## src/include/rdt_pkg.sv

```systemverilog
/*
 * Shared constants and types for the RF driver and timer configuration
 * bank: register indices, reset values, field positions, gate codes and
 * the state record of the bank.
 * Assumes a 32-bit APB with word-aligned registers, byte address = 4*index.
 */
package rdt_pkg;

    // ---------------------------------------------------------------
    // Register indices (byte address is four times the index)
    // ---------------------------------------------------------------
    localparam logic [5:0] IDX_MOD_WIDTH = 6'h24;
    localparam logic [5:0] IDX_RSVD = 6'h25;
    localparam logic [5:0] IDX_RX_GAIN = 6'h26;
    localparam logic [5:0] IDX_N_COND = 6'h27;
    localparam logic [5:0] IDX_P_CW = 6'h28;
    localparam logic [5:0] IDX_P_MOD = 6'h29;
    localparam logic [5:0] IDX_TMODE = 6'h2a;
    localparam logic [5:0] IDX_PSC_LO = 6'h2b;
    localparam logic [5:0] IDX_RELOAD_HI = 6'h2c;
    localparam logic [5:0] IDX_RELOAD_LO = 6'h2d;
    localparam logic [5:0] IDX_CTRL = 6'h30;
    localparam logic [5:0] IDX_STATUS = 6'h31;
    localparam logic [5:0] IDX_MASK = 6'h32;
    localparam logic [5:0] IDX_TVAL_HI = 6'h33;
    localparam logic [5:0] IDX_TVAL_LO = 6'h34;

    // ---------------------------------------------------------------
    // Reset values
    // ---------------------------------------------------------------
    localparam logic [7:0] RST_MOD_WIDTH = 8'h26;
    localparam logic [7:0] RST_RSVD = 8'h87;
    localparam logic [7:0] RST_RX_GAIN = 8'h48;
    localparam logic [7:0] RST_N_COND = 8'h88;
    localparam logic [7:0] RST_P_CW = 8'h20;
    localparam logic [7:0] RST_P_MOD = 8'h20;
    localparam logic [7:0] RST_TMODE = 8'h00;

    // ---------------------------------------------------------------
    // Field positions
    // ---------------------------------------------------------------
    localparam int GAIN_LSB = 4;
    localparam int GAIN_MSB = 6;
    localparam int TM_AUTO = 7;
    localparam int TM_GATE_MSB = 6;
    localparam int TM_GATE_LSB = 5;
    localparam int TM_RELOAD = 4;
    localparam int TM_PSC_MSB = 3;
    localparam int CT_PD = 0;
    localparam int CT_DRV1 = 1;
    localparam int CT_DRV2 = 2;
    localparam int CT_FORCE = 3;
    localparam int CT_EVEN = 4;
    localparam int CT_MULTI = 5;
    localparam int CT_START = 6;
    localparam int CT_STOP = 7;
    localparam int ST_EXPIRED = 0;
    localparam int ST_RUN = 7;

    localparam logic [1:0] GATE_SERIAL = 2'b01;
    localparam logic [1:0] GATE_AUX = 2'b10;

    // ---------------------------------------------------------------
    // Types
    // ---------------------------------------------------------------
    typedef enum logic {TMR_IDLE, TMR_RUN} rdt_tmr_t;

    typedef struct packed {
        logic [3:0] carrier_n_conductance;
        logic [3:0] modulated_n_conductance;
        logic [5:0] carrier_p_conductance;
        logic [5:0] modulated_p_conductance;
    } rdt_drive_t;

    typedef struct packed {
        logic [7:0] mod_width;
        logic [2:0] gain_sel;
        logic [3:0] cw_n;
        logic [3:0] mod_n;
        logic [5:0] cw_p;
        logic [5:0] mod_p;
        logic [7:0] tmode;
        logic [7:0] psc_lo;
        logic [15:0] reload;
        logic [5:0] ctrl;
        logic mask;
        logic flag;
        rdt_tmr_t tmr;
        logic [15:0] tval;
        logic [13:0] psc_cnt;
        logic pause;
        logic [7:0] pause_cnt;
        rdt_drive_t drive;
        logic [5:0] gain_db;
        logic [31:0] prdata;
        logic pslverr;
    } rdt_state_t;

    // Receiver gain in dB for each select code
    function automatic logic [5:0] rdt_gain_db(input logic [2:0] sel);
        case (sel)
            3'h0, 3'h2: rdt_gain_db = 6'h12;
            3'h1, 3'h3: rdt_gain_db = 6'h17;
            3'h4: rdt_gain_db = 6'h21;
            3'h5: rdt_gain_db = 6'h26;
            3'h6: rdt_gain_db = 6'h2b;
            default: rdt_gain_db = 6'h30;
        endcase
    endfunction : rdt_gain_db

endpackage : rdt_pkg

```

## src/hdl/rdt_force_msb.sv

```systemverilog
/*
 * Conductance field conditioner: passes a stored field through, with its
 * top bit held at one while soft power-down is active.
 * Assumes the caller registers the result.
 */
`timescale 1ns/1ps
module rdt_force_msb #(
    parameter int W = 4
) (
    // Stored field and mode
    input wire logic [W-1:0] stored,
    input wire logic power_down,
    // Field as applied
    output logic [W-1:0] applied
);
    always_comb begin
        applied = stored;
        if (power_down) begin
            applied[W-1] = 1'b1;
        end
    end
endmodule : rdt_force_msb

```

## src/hdl/rdt_config_regs.sv

```systemverilog
/*
 * APB register bank for transmitter drive, receiver gain and timer set-up,
 * with the pause-width counter, prescaled timer and a timer interrupt.
 * Assumes carrier_tick pulses once per carrier period and all inputs are
 * synchronous to clk; zero-wait APB slave.
 */
`timescale 1ns/1ps
module rdt_config_regs
    import rdt_pkg::*;
(
    // Clock and reset
    input wire logic clk,
    input wire logic rstn,
    // APB slave
    input wire logic psel,
    input wire logic penable,
    input wire logic pwrite,
    input wire logic [7:0] paddr,
    input wire logic [31:0] pwdata,
    output logic [31:0] prdata,
    output logic pready,
    output logic pslverr,
    // Carrier timing and modulator
    input wire logic carrier_tick,
    input wire logic mod_pause_start,
    output logic mod_pause,
    // Protocol events and gating pins
    input wire logic tx_end,
    input wire logic rx_fifth_bit,
    input wire logic contactless_serial_input,
    input wire logic auxiliary_pin_one,
    // Driver and receiver settings
    output rdt_drive_t drive,
    output logic [5:0] receiver_gain_db,
    output logic antenna_driver_one,
    output logic antenna_driver_two,
    output logic full_depth_ask_force,
    output logic soft_power_down,
    // Timer settings and state
    output logic [11:0] prescaler,
    output logic timer_auto_start,
    output logic [1:0] timer_gate_select,
    output logic timer_auto_reload,
    output logic [15:0] timer_value,
    output logic timer_running,
    output logic irq
);

    // ---------------------------------------------------------------
    // State and decode
    // ---------------------------------------------------------------
    rdt_state_t s_q;
    rdt_state_t s_d;

    logic [5:0] idx;
    logic aligned;
    logic wr_acc;
    logic rd_acc;
    logic setup;
    logic rd_hit;
    logic [7:0] rd_val;
    logic start_cmd;
    logic stop_cmd;
    logic start_ev;
    logic stop_ev;
    logic [13:0] divisor;
    logic tick;
    logic gate_ok;
    logic drv_on;
    logic [3:0] f_cw_n;
    logic [3:0] f_mod_n;
    logic [5:0] f_cw_p;
    logic [5:0] f_mod_p;

    assign idx = paddr[7:2];
    assign aligned = (paddr[1:0] == 2'b00);
    assign setup = psel & ~penable;
    assign wr_acc = psel & penable & pwrite & aligned;
    assign rd_acc = psel & penable & ~pwrite & aligned;

    // ---------------------------------------------------------------
    // Soft power-down conditioning of the four conductances
    // ---------------------------------------------------------------
    rdt_force_msb #(.W(4)) u_cw_n (
        .stored(s_q.cw_n),
        .power_down(s_q.ctrl[CT_PD]),
        .applied(f_cw_n)
    );
    rdt_force_msb #(.W(4)) u_mod_n (
        .stored(s_q.mod_n),
        .power_down(s_q.ctrl[CT_PD]),
        .applied(f_mod_n)
    );
    rdt_force_msb #(.W(6)) u_cw_p (
        .stored(s_q.cw_p),
        .power_down(s_q.ctrl[CT_PD]),
        .applied(f_cw_p)
    );
    rdt_force_msb #(.W(6)) u_mod_p (
        .stored(s_q.mod_p),
        .power_down(s_q.ctrl[CT_PD]),
        .applied(f_mod_p)
    );

    // ---------------------------------------------------------------
    // Next state
    // ---------------------------------------------------------------
    always_comb begin
        s_d = s_q;
        start_cmd = 1'b0;
        stop_cmd = 1'b0;
        rd_hit = aligned;
        rd_val = 8'h00;

        // Read mux; reserved bits read as zero or as their reset value
        case (idx)
            IDX_MOD_WIDTH: rd_val = s_q.mod_width;
            IDX_RSVD: rd_val = RST_RSVD;
            IDX_RX_GAIN:
                rd_val = {1'b0, s_q.gain_sel, RST_RX_GAIN[3:0]};
            IDX_N_COND: rd_val = {s_q.cw_n, s_q.mod_n};
            IDX_P_CW: rd_val = {2'b00, s_q.cw_p};
            IDX_P_MOD: rd_val = {2'b00, s_q.mod_p};
            IDX_TMODE: rd_val = s_q.tmode;
            IDX_PSC_LO: rd_val = s_q.psc_lo;
            IDX_RELOAD_HI: rd_val = s_q.reload[15:8];
            IDX_RELOAD_LO: rd_val = s_q.reload[7:0];
            IDX_CTRL: rd_val = {2'b00, s_q.ctrl};
            IDX_STATUS: rd_val = {s_q.tmr == TMR_RUN, 6'h00, s_q.flag};
            IDX_MASK: rd_val = {7'h00, s_q.mask};
            IDX_TVAL_HI: rd_val = s_q.tval[15:8];
            IDX_TVAL_LO: rd_val = s_q.tval[7:0];
            default: rd_hit = 1'b0;
        endcase

        // Read data is captured in the setup cycle so it leaves a flop
        if (setup) begin
            s_d.prdata = pwrite ? 32'h0000_0000 : {24'h00_0000, rd_val};
            s_d.pslverr = ~rd_hit;
        end

        // Register writes take effect at the access edge
        if (wr_acc) begin
            case (idx)
                IDX_MOD_WIDTH: s_d.mod_width = pwdata[7:0];
                IDX_RX_GAIN: s_d.gain_sel = pwdata[GAIN_MSB:GAIN_LSB];
                IDX_N_COND: begin
                    s_d.cw_n = pwdata[7:4];
                    s_d.mod_n = pwdata[3:0];
                end
                IDX_P_CW: s_d.cw_p = pwdata[5:0];
                IDX_P_MOD: s_d.mod_p = pwdata[5:0];
                IDX_TMODE: s_d.tmode = pwdata[7:0];
                IDX_PSC_LO: s_d.psc_lo = pwdata[7:0];
                IDX_RELOAD_HI: s_d.reload[15:8] = pwdata[7:0];
                IDX_RELOAD_LO: s_d.reload[7:0] = pwdata[7:0];
                IDX_CTRL: begin
                    s_d.ctrl = pwdata[5:0];
                    start_cmd = pwdata[CT_START];
                    stop_cmd = pwdata[CT_STOP];
                end
                IDX_MASK: s_d.mask = pwdata[0];
                default: ;
            endcase
        end

        // Reading status clears the sticky flag; a new expiry below wins
        if (rd_acc && idx == IDX_STATUS) begin
            s_d.flag = 1'b0;
        end

        // Pause width counter in carrier periods
        if (s_q.pause) begin
            if (carrier_tick) begin
                if (s_q.pause_cnt == s_q.mod_width) begin
                    s_d.pause = 1'b0;
                end else begin
                    s_d.pause_cnt = s_q.pause_cnt + 8'h01;
                end
            end
        end else if (mod_pause_start) begin
            s_d.pause = 1'b1;
            s_d.pause_cnt = 8'h00;
        end

        // Timer
        case (s_q.tmr)
            TMR_IDLE: begin
                if (start_ev && !stop_ev) begin
                    s_d.tmr = TMR_RUN;
                    s_d.tval = s_q.reload;
                    s_d.psc_cnt = 14'h0000;
                end
            end
            TMR_RUN: begin
                if (stop_ev) begin
                    s_d.tmr = TMR_IDLE;
                end else if (start_ev) begin
                    s_d.tval = s_q.reload;
                    s_d.psc_cnt = 14'h0000;
                end else if (carrier_tick) begin
                    s_d.psc_cnt = tick ? 14'h0000 : s_q.psc_cnt + 14'h0001;
                    if (tick && gate_ok) begin
                        if (s_q.tval != 16'h0000) begin
                            s_d.tval = s_q.tval - 16'h0001;
                        end else if (s_q.tmode[TM_RELOAD]) begin
                            s_d.tval = s_q.reload;
                        end else begin
                            s_d.tmr = TMR_IDLE;
                            s_d.flag = 1'b1;
                        end
                    end
                end
            end
            default: s_d.tmr = TMR_IDLE;
        endcase

        // Applied drive settings, one cycle behind the stored fields
        s_d.drive.carrier_n_conductance = drv_on ? f_cw_n : 4'h0;
        s_d.drive.modulated_n_conductance = drv_on ? f_mod_n : 4'h0;
        s_d.drive.carrier_p_conductance = f_cw_p;
        s_d.drive.modulated_p_conductance =
            s_q.ctrl[CT_FORCE] ? 6'h00 : f_mod_p;
        s_d.gain_db = rdt_gain_db(s_q.gain_sel);
    end

    // ---------------------------------------------------------------
    // Timer helpers
    // ---------------------------------------------------------------
    assign start_ev = start_cmd | (s_q.tmode[TM_AUTO] & tx_end);
    assign stop_ev = stop_cmd
        | (s_q.tmode[TM_AUTO] & ~s_q.ctrl[CT_MULTI] & rx_fifth_bit);
    assign prescaler = {s_q.tmode[TM_PSC_MSB:0], s_q.psc_lo};
    // Divisor tops out at 8192 carrier periods, hence the 14-bit counter
    assign divisor = {1'b0, prescaler, 1'b0} + 14'h0001
        + {13'h0000, s_q.ctrl[CT_EVEN]};
    assign tick = carrier_tick
        && (s_q.psc_cnt == divisor - 14'h0001);
    // Code 11 has no gate source, so it runs ungated
    always_comb begin
        case (s_q.tmode[TM_GATE_MSB:TM_GATE_LSB])
            GATE_SERIAL: gate_ok = contactless_serial_input;
            GATE_AUX: gate_ok = auxiliary_pin_one;
            default: gate_ok = 1'b1;
        endcase
    end
    assign drv_on = s_q.ctrl[CT_DRV1] | s_q.ctrl[CT_DRV2];

    // ---------------------------------------------------------------
    // State register
    // ---------------------------------------------------------------
    always_ff @(posedge clk or negedge rstn) begin
        if (!rstn) begin
            s_q <= '0;
            s_q.mod_width <= RST_MOD_WIDTH;
            s_q.gain_sel <= RST_RX_GAIN[GAIN_MSB:GAIN_LSB];
            s_q.cw_n <= RST_N_COND[7:4];
            s_q.mod_n <= RST_N_COND[3:0];
            s_q.cw_p <= RST_P_CW[5:0];
            s_q.mod_p <= RST_P_MOD[5:0];
            s_q.tmode <= RST_TMODE;
            s_q.tmr <= TMR_IDLE;
        end else begin
            s_q <= s_d;
        end
    end

    // ---------------------------------------------------------------
    // Outputs
    // ---------------------------------------------------------------
    assign prdata = s_q.prdata;
    assign pready = 1'b1;
    assign pslverr = s_q.pslverr;
    assign mod_pause = s_q.pause;
    assign drive = s_q.drive;
    assign receiver_gain_db = s_q.gain_db;
    assign antenna_driver_one = s_q.ctrl[CT_DRV1];
    assign antenna_driver_two = s_q.ctrl[CT_DRV2];
    assign full_depth_ask_force = s_q.ctrl[CT_FORCE];
    assign soft_power_down = s_q.ctrl[CT_PD];
    assign timer_auto_start = s_q.tmode[TM_AUTO];
    assign timer_gate_select = s_q.tmode[TM_GATE_MSB:TM_GATE_LSB];
    assign timer_auto_reload = s_q.tmode[TM_RELOAD];
    assign timer_value = s_q.tval;
    assign timer_running = (s_q.tmr == TMR_RUN);
    assign irq = s_q.flag & s_q.mask;
endmodule : rdt_config_regs

```

## config.mk

```make
export PLATFORM = sky130hd
export DESIGN_NAME = rdt_config_regs
export DESIGN_NICKNAME = d
export VERILOG_FILES = /design/src/include/rdt_pkg.sv /design/src/hdl/rdt_force_msb.sv /design/src/hdl/rdt_config_regs.sv
export SDC_FILE = /design/constraint.sdc
export NUM_CORES = 1
export LEC_CHECK = 0
export CAP_MARGIN = 20
export CORE_MARGIN = 5
export CORE_UTILIZATION = 55
export DETAILED_ROUTE_END_ITERATION = 10
export DONT_BUFFER_PORTS = 1
export PLACE_DENSITY = 0.7
export SETUP_SLACK_MARGIN = 0.02
export SYNTH_ARGS = -nofsm -noshare
export SYNTH_HDL_FRONTEND = slang
export SYNTH_SLANG_ARGS = --single-unit
```

## constraint.sdc

```tcl
create_clock -name clk -period 3 [get_ports clk]
set_clock_uncertainty 0.2 [all_clocks]
set_input_delay 0.15 -clock clk [delete_from_list [all_inputs] [get_ports clk]]
set_output_delay 0.15 -clock clk [all_outputs]
set_load 0.05 [all_outputs]
```

After elaboration in Yosys (flattened, before gate mapping)
Index checks and enable logic that the tools add are counted.
- equality and inequality tests: 32
- mux-type cells: 37
- reductions and logical operators: 26
- $add $sub $neg: 6
- bitwise logic cells: 18
- operators by type and width (operator ; count):
    $pmux W8 S15 ; 1
    $eq A6 B6 Y1 const B ; 15
    $pmux W31 S2 ; 1
    $mux W30 ; 2
    $mux W16 ; 2
    $mux W32 ; 1
    $mux W31 ; 1
    $pmux W6 S5 ; 1
    $mux W9 ; 3
    $reduce_and A2 Y1 ; 11
    $mux W18 ; 1
    $mux W8 ; 2
    $reduce_bool A16 Y1 ; 1
    $sub A16 B1 Y16 const B ; 1
    $reduce_or A15 Y1 ; 1
    $add A13 B1 Y14 const B ; 1
    $add A14 B1 Y14 ; 1
    $add A14 B1 Y14 const B ; 1
    $eq A14 B14 Y1 ; 1
    $mux W1 ; 14
    $mux W14 ; 1
    $sub A14 B1 Y14 const B ; 1
    $and A1 B1 Y1 ; 10
    $eq A3 B3 Y1 const B ; 3
    24 further kinds ; 42
- bits of input ports: 51
- register bits after elaboration: 170
- output and inout bits: 99

Depth between registers and ports, before layout
- word-level depth: 12
- mapped depth: 10
- depth with buffers taken out: 9

Cells and area by module
From an unflattened synthesis, not the netlist that was laid out.
- cell total of the unflattened synthesis: 801
- area total of the unflattened synthesis: 8231.6 µm²
- modules (own cells, without submodules) (module ; cells an instance ; instances ; area an instance (µm²)):
    rdt_config_regs ; 781 ; 1 ; 8086.5
    rdt_force_msb at u_cw_p ... ; 6 ; 2 ; 43.8
    rdt_force_msb at u_cw_n ... ; 4 ; 2 ; 28.8

Least setup slack after synthesis
No wires, ideal clock.
- path kind: register to register
- from: reg s_q (netlist bit timer_value[10])
- to: reg s_q (netlist bit timer_value[1])
- stages on the path, launching flop included: 9
- library setup time: 124 ps
- required time: 2676 ps
- path buffers: 1
- setup slack: 409 ps
- arrival time: 2267 ps
- cells stage by stage: dfrtp_1 -> or4_1 -> buf_2 -> or4_1 -> nand3b_4 -> nand4_2 -> nor2_1 -> a211oi_2 -> a21oi_1
- longest elaborated chain between the ends: 7
- elaborated cells on any way between the ends: 9
- those cells by class: 1 x eq/ne; 6 x mux; 2 x reduce/logical
- ends and longest elaborated chain (item ; line ; text):
    from (decl) ; rdt_config_regs.sv:52 ; rdt_state_t s_q;
    $reduce_bool A16 Y1 * ; rdt_config_regs.sv:204 ; if (s_q.tval != 16'h0000) begin
    $mux W16 ; rdt_config_regs.sv:204 ;
    $mux W18 ; rdt_config_regs.sv:203 ; if (tick && gate_ok) begin
    $mux W32 ; rdt_config_regs.sv:201 ; end else if (carrier_tick) begin
    $mux W30 ; rdt_config_regs.sv:198 ; end else if (start_ev) begin
    $mux W30 ; rdt_config_regs.sv:196 ; if (stop_ev) begin
    $pmux W31 S2 ; rdt_config_regs.sv:187 ; case (s_q.tmr)
Mark *: on every way between the ends. The rest lies on a longest branch, timed or not. The select of a mux whose other input is x is not followed.
A chain may end at the register's enable or synchronous reset.

Worst setup path in the final report
Same ends and word-level chain as after synthesis.

==> results by group <==
Status
  • Status: complete, but fails checks
  • Failing checks: negative hold slack

GRT
  • First-pass GRT wire length: 34760 um
  • Initial antenna violation count: 1
  • Vias in the first global route: just over 6000
  • Largest net degree at the start of global routing: about 150
  • Gr ovfl total: 0
  • Total GRT Usage: 25.44%

Route
  • Routed WL: 22160 um
  • DR vias/cell: between 6 and 7
  • Wirelength per Cell: 22.07 um
  • DR iter-0 viols: 643
  • Final antenna-violating net count: 0
  • First-pass iteration count of the detailed router: 7
  • Via count: 6314
  • Residual DRC count: 0

Yosys
  • Prevailing post-synth register cell: dfrtp_1
  • Synth cell types: 66
  • Average size of a mapped cell: 10.07 um^2
  • Sequential fraction of the synthesis area: 45.03%
  • Post-Synthesis Cell Area: 8137 um^2
  • Synth async-reset ratio: 100.0%
  • Synth top area share: between 40% and 50%
  • Most frequent cell after synthesis: dfrtp_1
  • Area contributors post-synth: dfrtp_1 42%, mux2_2 9.7%, buf_4 8.3%
  • Synth area leader: dfrtp_1
  • Post-synth top cells: 138 x dfrtp_1, 90 x buf_4, 71 x nand2_1
  • FF+latch count, synth: 146
  • Synth warnings: 0
  • EDFF count, synth: 0
  • Gate Count Post-Synth: 808

Final layout
  • P&R area growth vs syn: 9.042%
  • Post-Layout Inst Area: 8872 um^2
  • Final core occ: between 60% and 70%
  • Nets: 867
  • Non-Filler Instances: 1004
  • Seq. cell area: between 3000 and 4000 um^2
  • Layout cells sized above 1: 21.71%
  • Fill cells: 1199
  • Area occupied by multi-input gates: ~3700 um^2
  • # diodes: 0

Floorplan
  • Die width: around 130 um
  • Starting Density: 55.98%
  • Top Ports: 150
  • Chip height: roughly 130 um
  • Core area: 14530 um^2
  • Rows: 44
  • Die Area: approximately 17000 um^2

Placed design
  • Buffers on Ports: 0
  • DPL Wire Length: 15750 um
  • Inst Count DP: 947
  • RD Place Congestion: 0.9173
  • Placed Area: 8010 um^2

Power
  • Cell Pwr Density: 649.2 nW/um^2
  • Clock share of power: 37.3%
  • Leak pwr: 4.085 nW
  • Sw Ratio: 32.26%
  • Net Sw Power: 1.858 mW
  • Max VDD drop: 0.0003944 V
  • Internal: 3.902 mW
  • Comb pwr share: a little under a quarter
  • Design Power: between 5 and 6 mW
  • Reg power frac: 38.7%

Setup path
  • Worst setup EP type: register
  • Arrival time at the worst endpoint: 2.89 ns
  • Critical path type: reg -> reg
  • CP max-delay cell: or4_1
  • CP bufs+invs: 0
  • Req. time, crit path: 3.10 ns
  • Startpoint types: register
  • Crit-path cells: or4_1 > or4_1 > nand3b_4 > nand4_2 > nor2_1 > a211oi_2 > a21oi_1
  • Max stage delay on crit path: 0.67 ns
  • Worst path top cell family by delay: simple AND/OR/NAND/NOR gates
  • Crit path top cell by count: or4_1
  • Crit Path Max Fanout: 9

CTS
  • Post-CTS setup buffers: 0
  • Worst-Skew Late Latency: 0.43 ns
  • Clock sink count: roughly 150
  • Max clock buf depth: 2
  • TritonCTS Buffers: 17
  • CTS clock-pin slew for the worst setup and hold paths: 0.06 ns
  • Root Buffer: clkbuf_16
  • CTS H-Tree Depth: 4
  • CTS tree: done

Timing
  • Slew Viols, Final: 0
  • Period minus WS final: 2.788 ns
  • RSZ-0062 raised after global routing: false
  • Final period util: 92.92%
  • Actual slew at the worst max-slew pin: roughly 0.91 ns
  • Max Clock Freq: 358.7 MHz
  • Endpoints failing hold: between 100 and 150
  • Final setup viols: 0
  • Slew headroom: 39.19%
  • WHS: -0.7796 ns
  • Setup_tns: 0 ns

Flow run
  • Maxcap violations: 0

Min path
  • Worst min path class: in -> async
[repair_timing]
item | in CTS | in global routing
hold endpoints to repair | 236 | 149
endpoints found under the setup margin | 0 | 1
hold buffers | 25 | 1
gates resized for setup | 0 | 1
[registers in the layout (all words and copies together), names as in the netlist, 2 cells and up]
register,count
prescaler,12
prdata,8
s_q,73
timer_value,16
drive,20
timer_gate_select,2
receiver_gain_db,6
[layout make-up]
type                       instances  share of cell area (%)
inverter                          17                  0.7192
tap                              184                   2.595
timing repair buffer              75                   7.079
sequential                       146                   41.29
clock inverter                     8                   1.453
clock buffer                      23                   5.274
multi-input combinational        551                   41.59
[path summary, 6_finish.rpt]
kind                            startpoint             end  slack, ns  cells past startpoint
min reg2reg                       s_q[148]        drive[9]       0.20                      0
max in group asynchronous             rstn        s_q[164]       3.14                      0
min                                   rstn       drive[14]      -0.78                      0
max                        timer_value[10]  timer_value[1]       0.21                      7
min in group clk           mod_pause_start         s_q[59]       0.02                      4
max reg2reg                timer_value[10]  timer_value[1]       0.21                      7
[placed cells by master, fill, tap and decap left out, types with 14 or more instances in the layout]
cell type      netlist  routed
dfrtp_1            138     138
nand2_1             71      71
mux2_2              70      70
nor2_1              51      51
o21ai_0             51      51
buf_4               90      49
a21oi_1             30      30
dlygate4sd3_1        0      26
conb_1               2      25
xnor2_1             23      23
nor3_1              22      22
nand3_1             20      20
inv_1               17      17
nor2b_1             17      17
clkbuf_16            0      17
a22oi_1             16      16
a22o_1              14      14
[layer usage]
layer | vias to the layer above | GRT usage, % | share of wire (%)
li1 | 2792 | - | -
met5 | - | 0 | 0.050
met3 | 62 | 7.913 | 10
met1 | 3105 | 33.78 | 41
met4 | 2 | 11.77 | 4.1
met2 | 353 | 38.26 | 45
[stage by stage]
step	hold slack (ns)	setup slack [ns]
6_report	-0.7796	0.2125
5_1_grt	-0.7961	0.09364
4_1_cts	-0.7900	0.2491
3_5_place_dp	-0.3414	0.2669
3_3_place_gp	-0.3414	0.2930
2_1_floorplan	-0.3456	0.4088
[worst register-to-register path, delay by kind of cell (launching register included)]
family / cells / cell delay [ns]
AO/OA/AOI/OAI: 2 / 0.26
flip-flops: 1 / 0.37
AND/OR/NAND/NOR: 5 / 1.84
[power groups by stage]
stage          Clock, mW  Combinational (mW)  Sequential [mW]
6_report            2.15                1.38             2.23
5_1_grt             2.25                1.50             2.25
4_1_cts             2.17                1.37             2.23
3_5_place_dp           0                1.30             2.26
3_3_place_gp           0                1.27             2.25
2_1_floorplan          0                1.06             2.28
[logic make-up (layout without fill, tap and decap cells)]
logic type,after synthesis,count (layout),synth area share (%)
fa+ha+maj,8,8,1.230
simple gates,246,246,15.47
mux,81,81,11.50
xor+xnor,24,24,2.583
buf+inv,134,123,10.75
flops,146,146,45.03
compound gates,167,167,13.35
other cells,2,25,0.09230
Note: power is estimated with default switching activity, not from simulation.
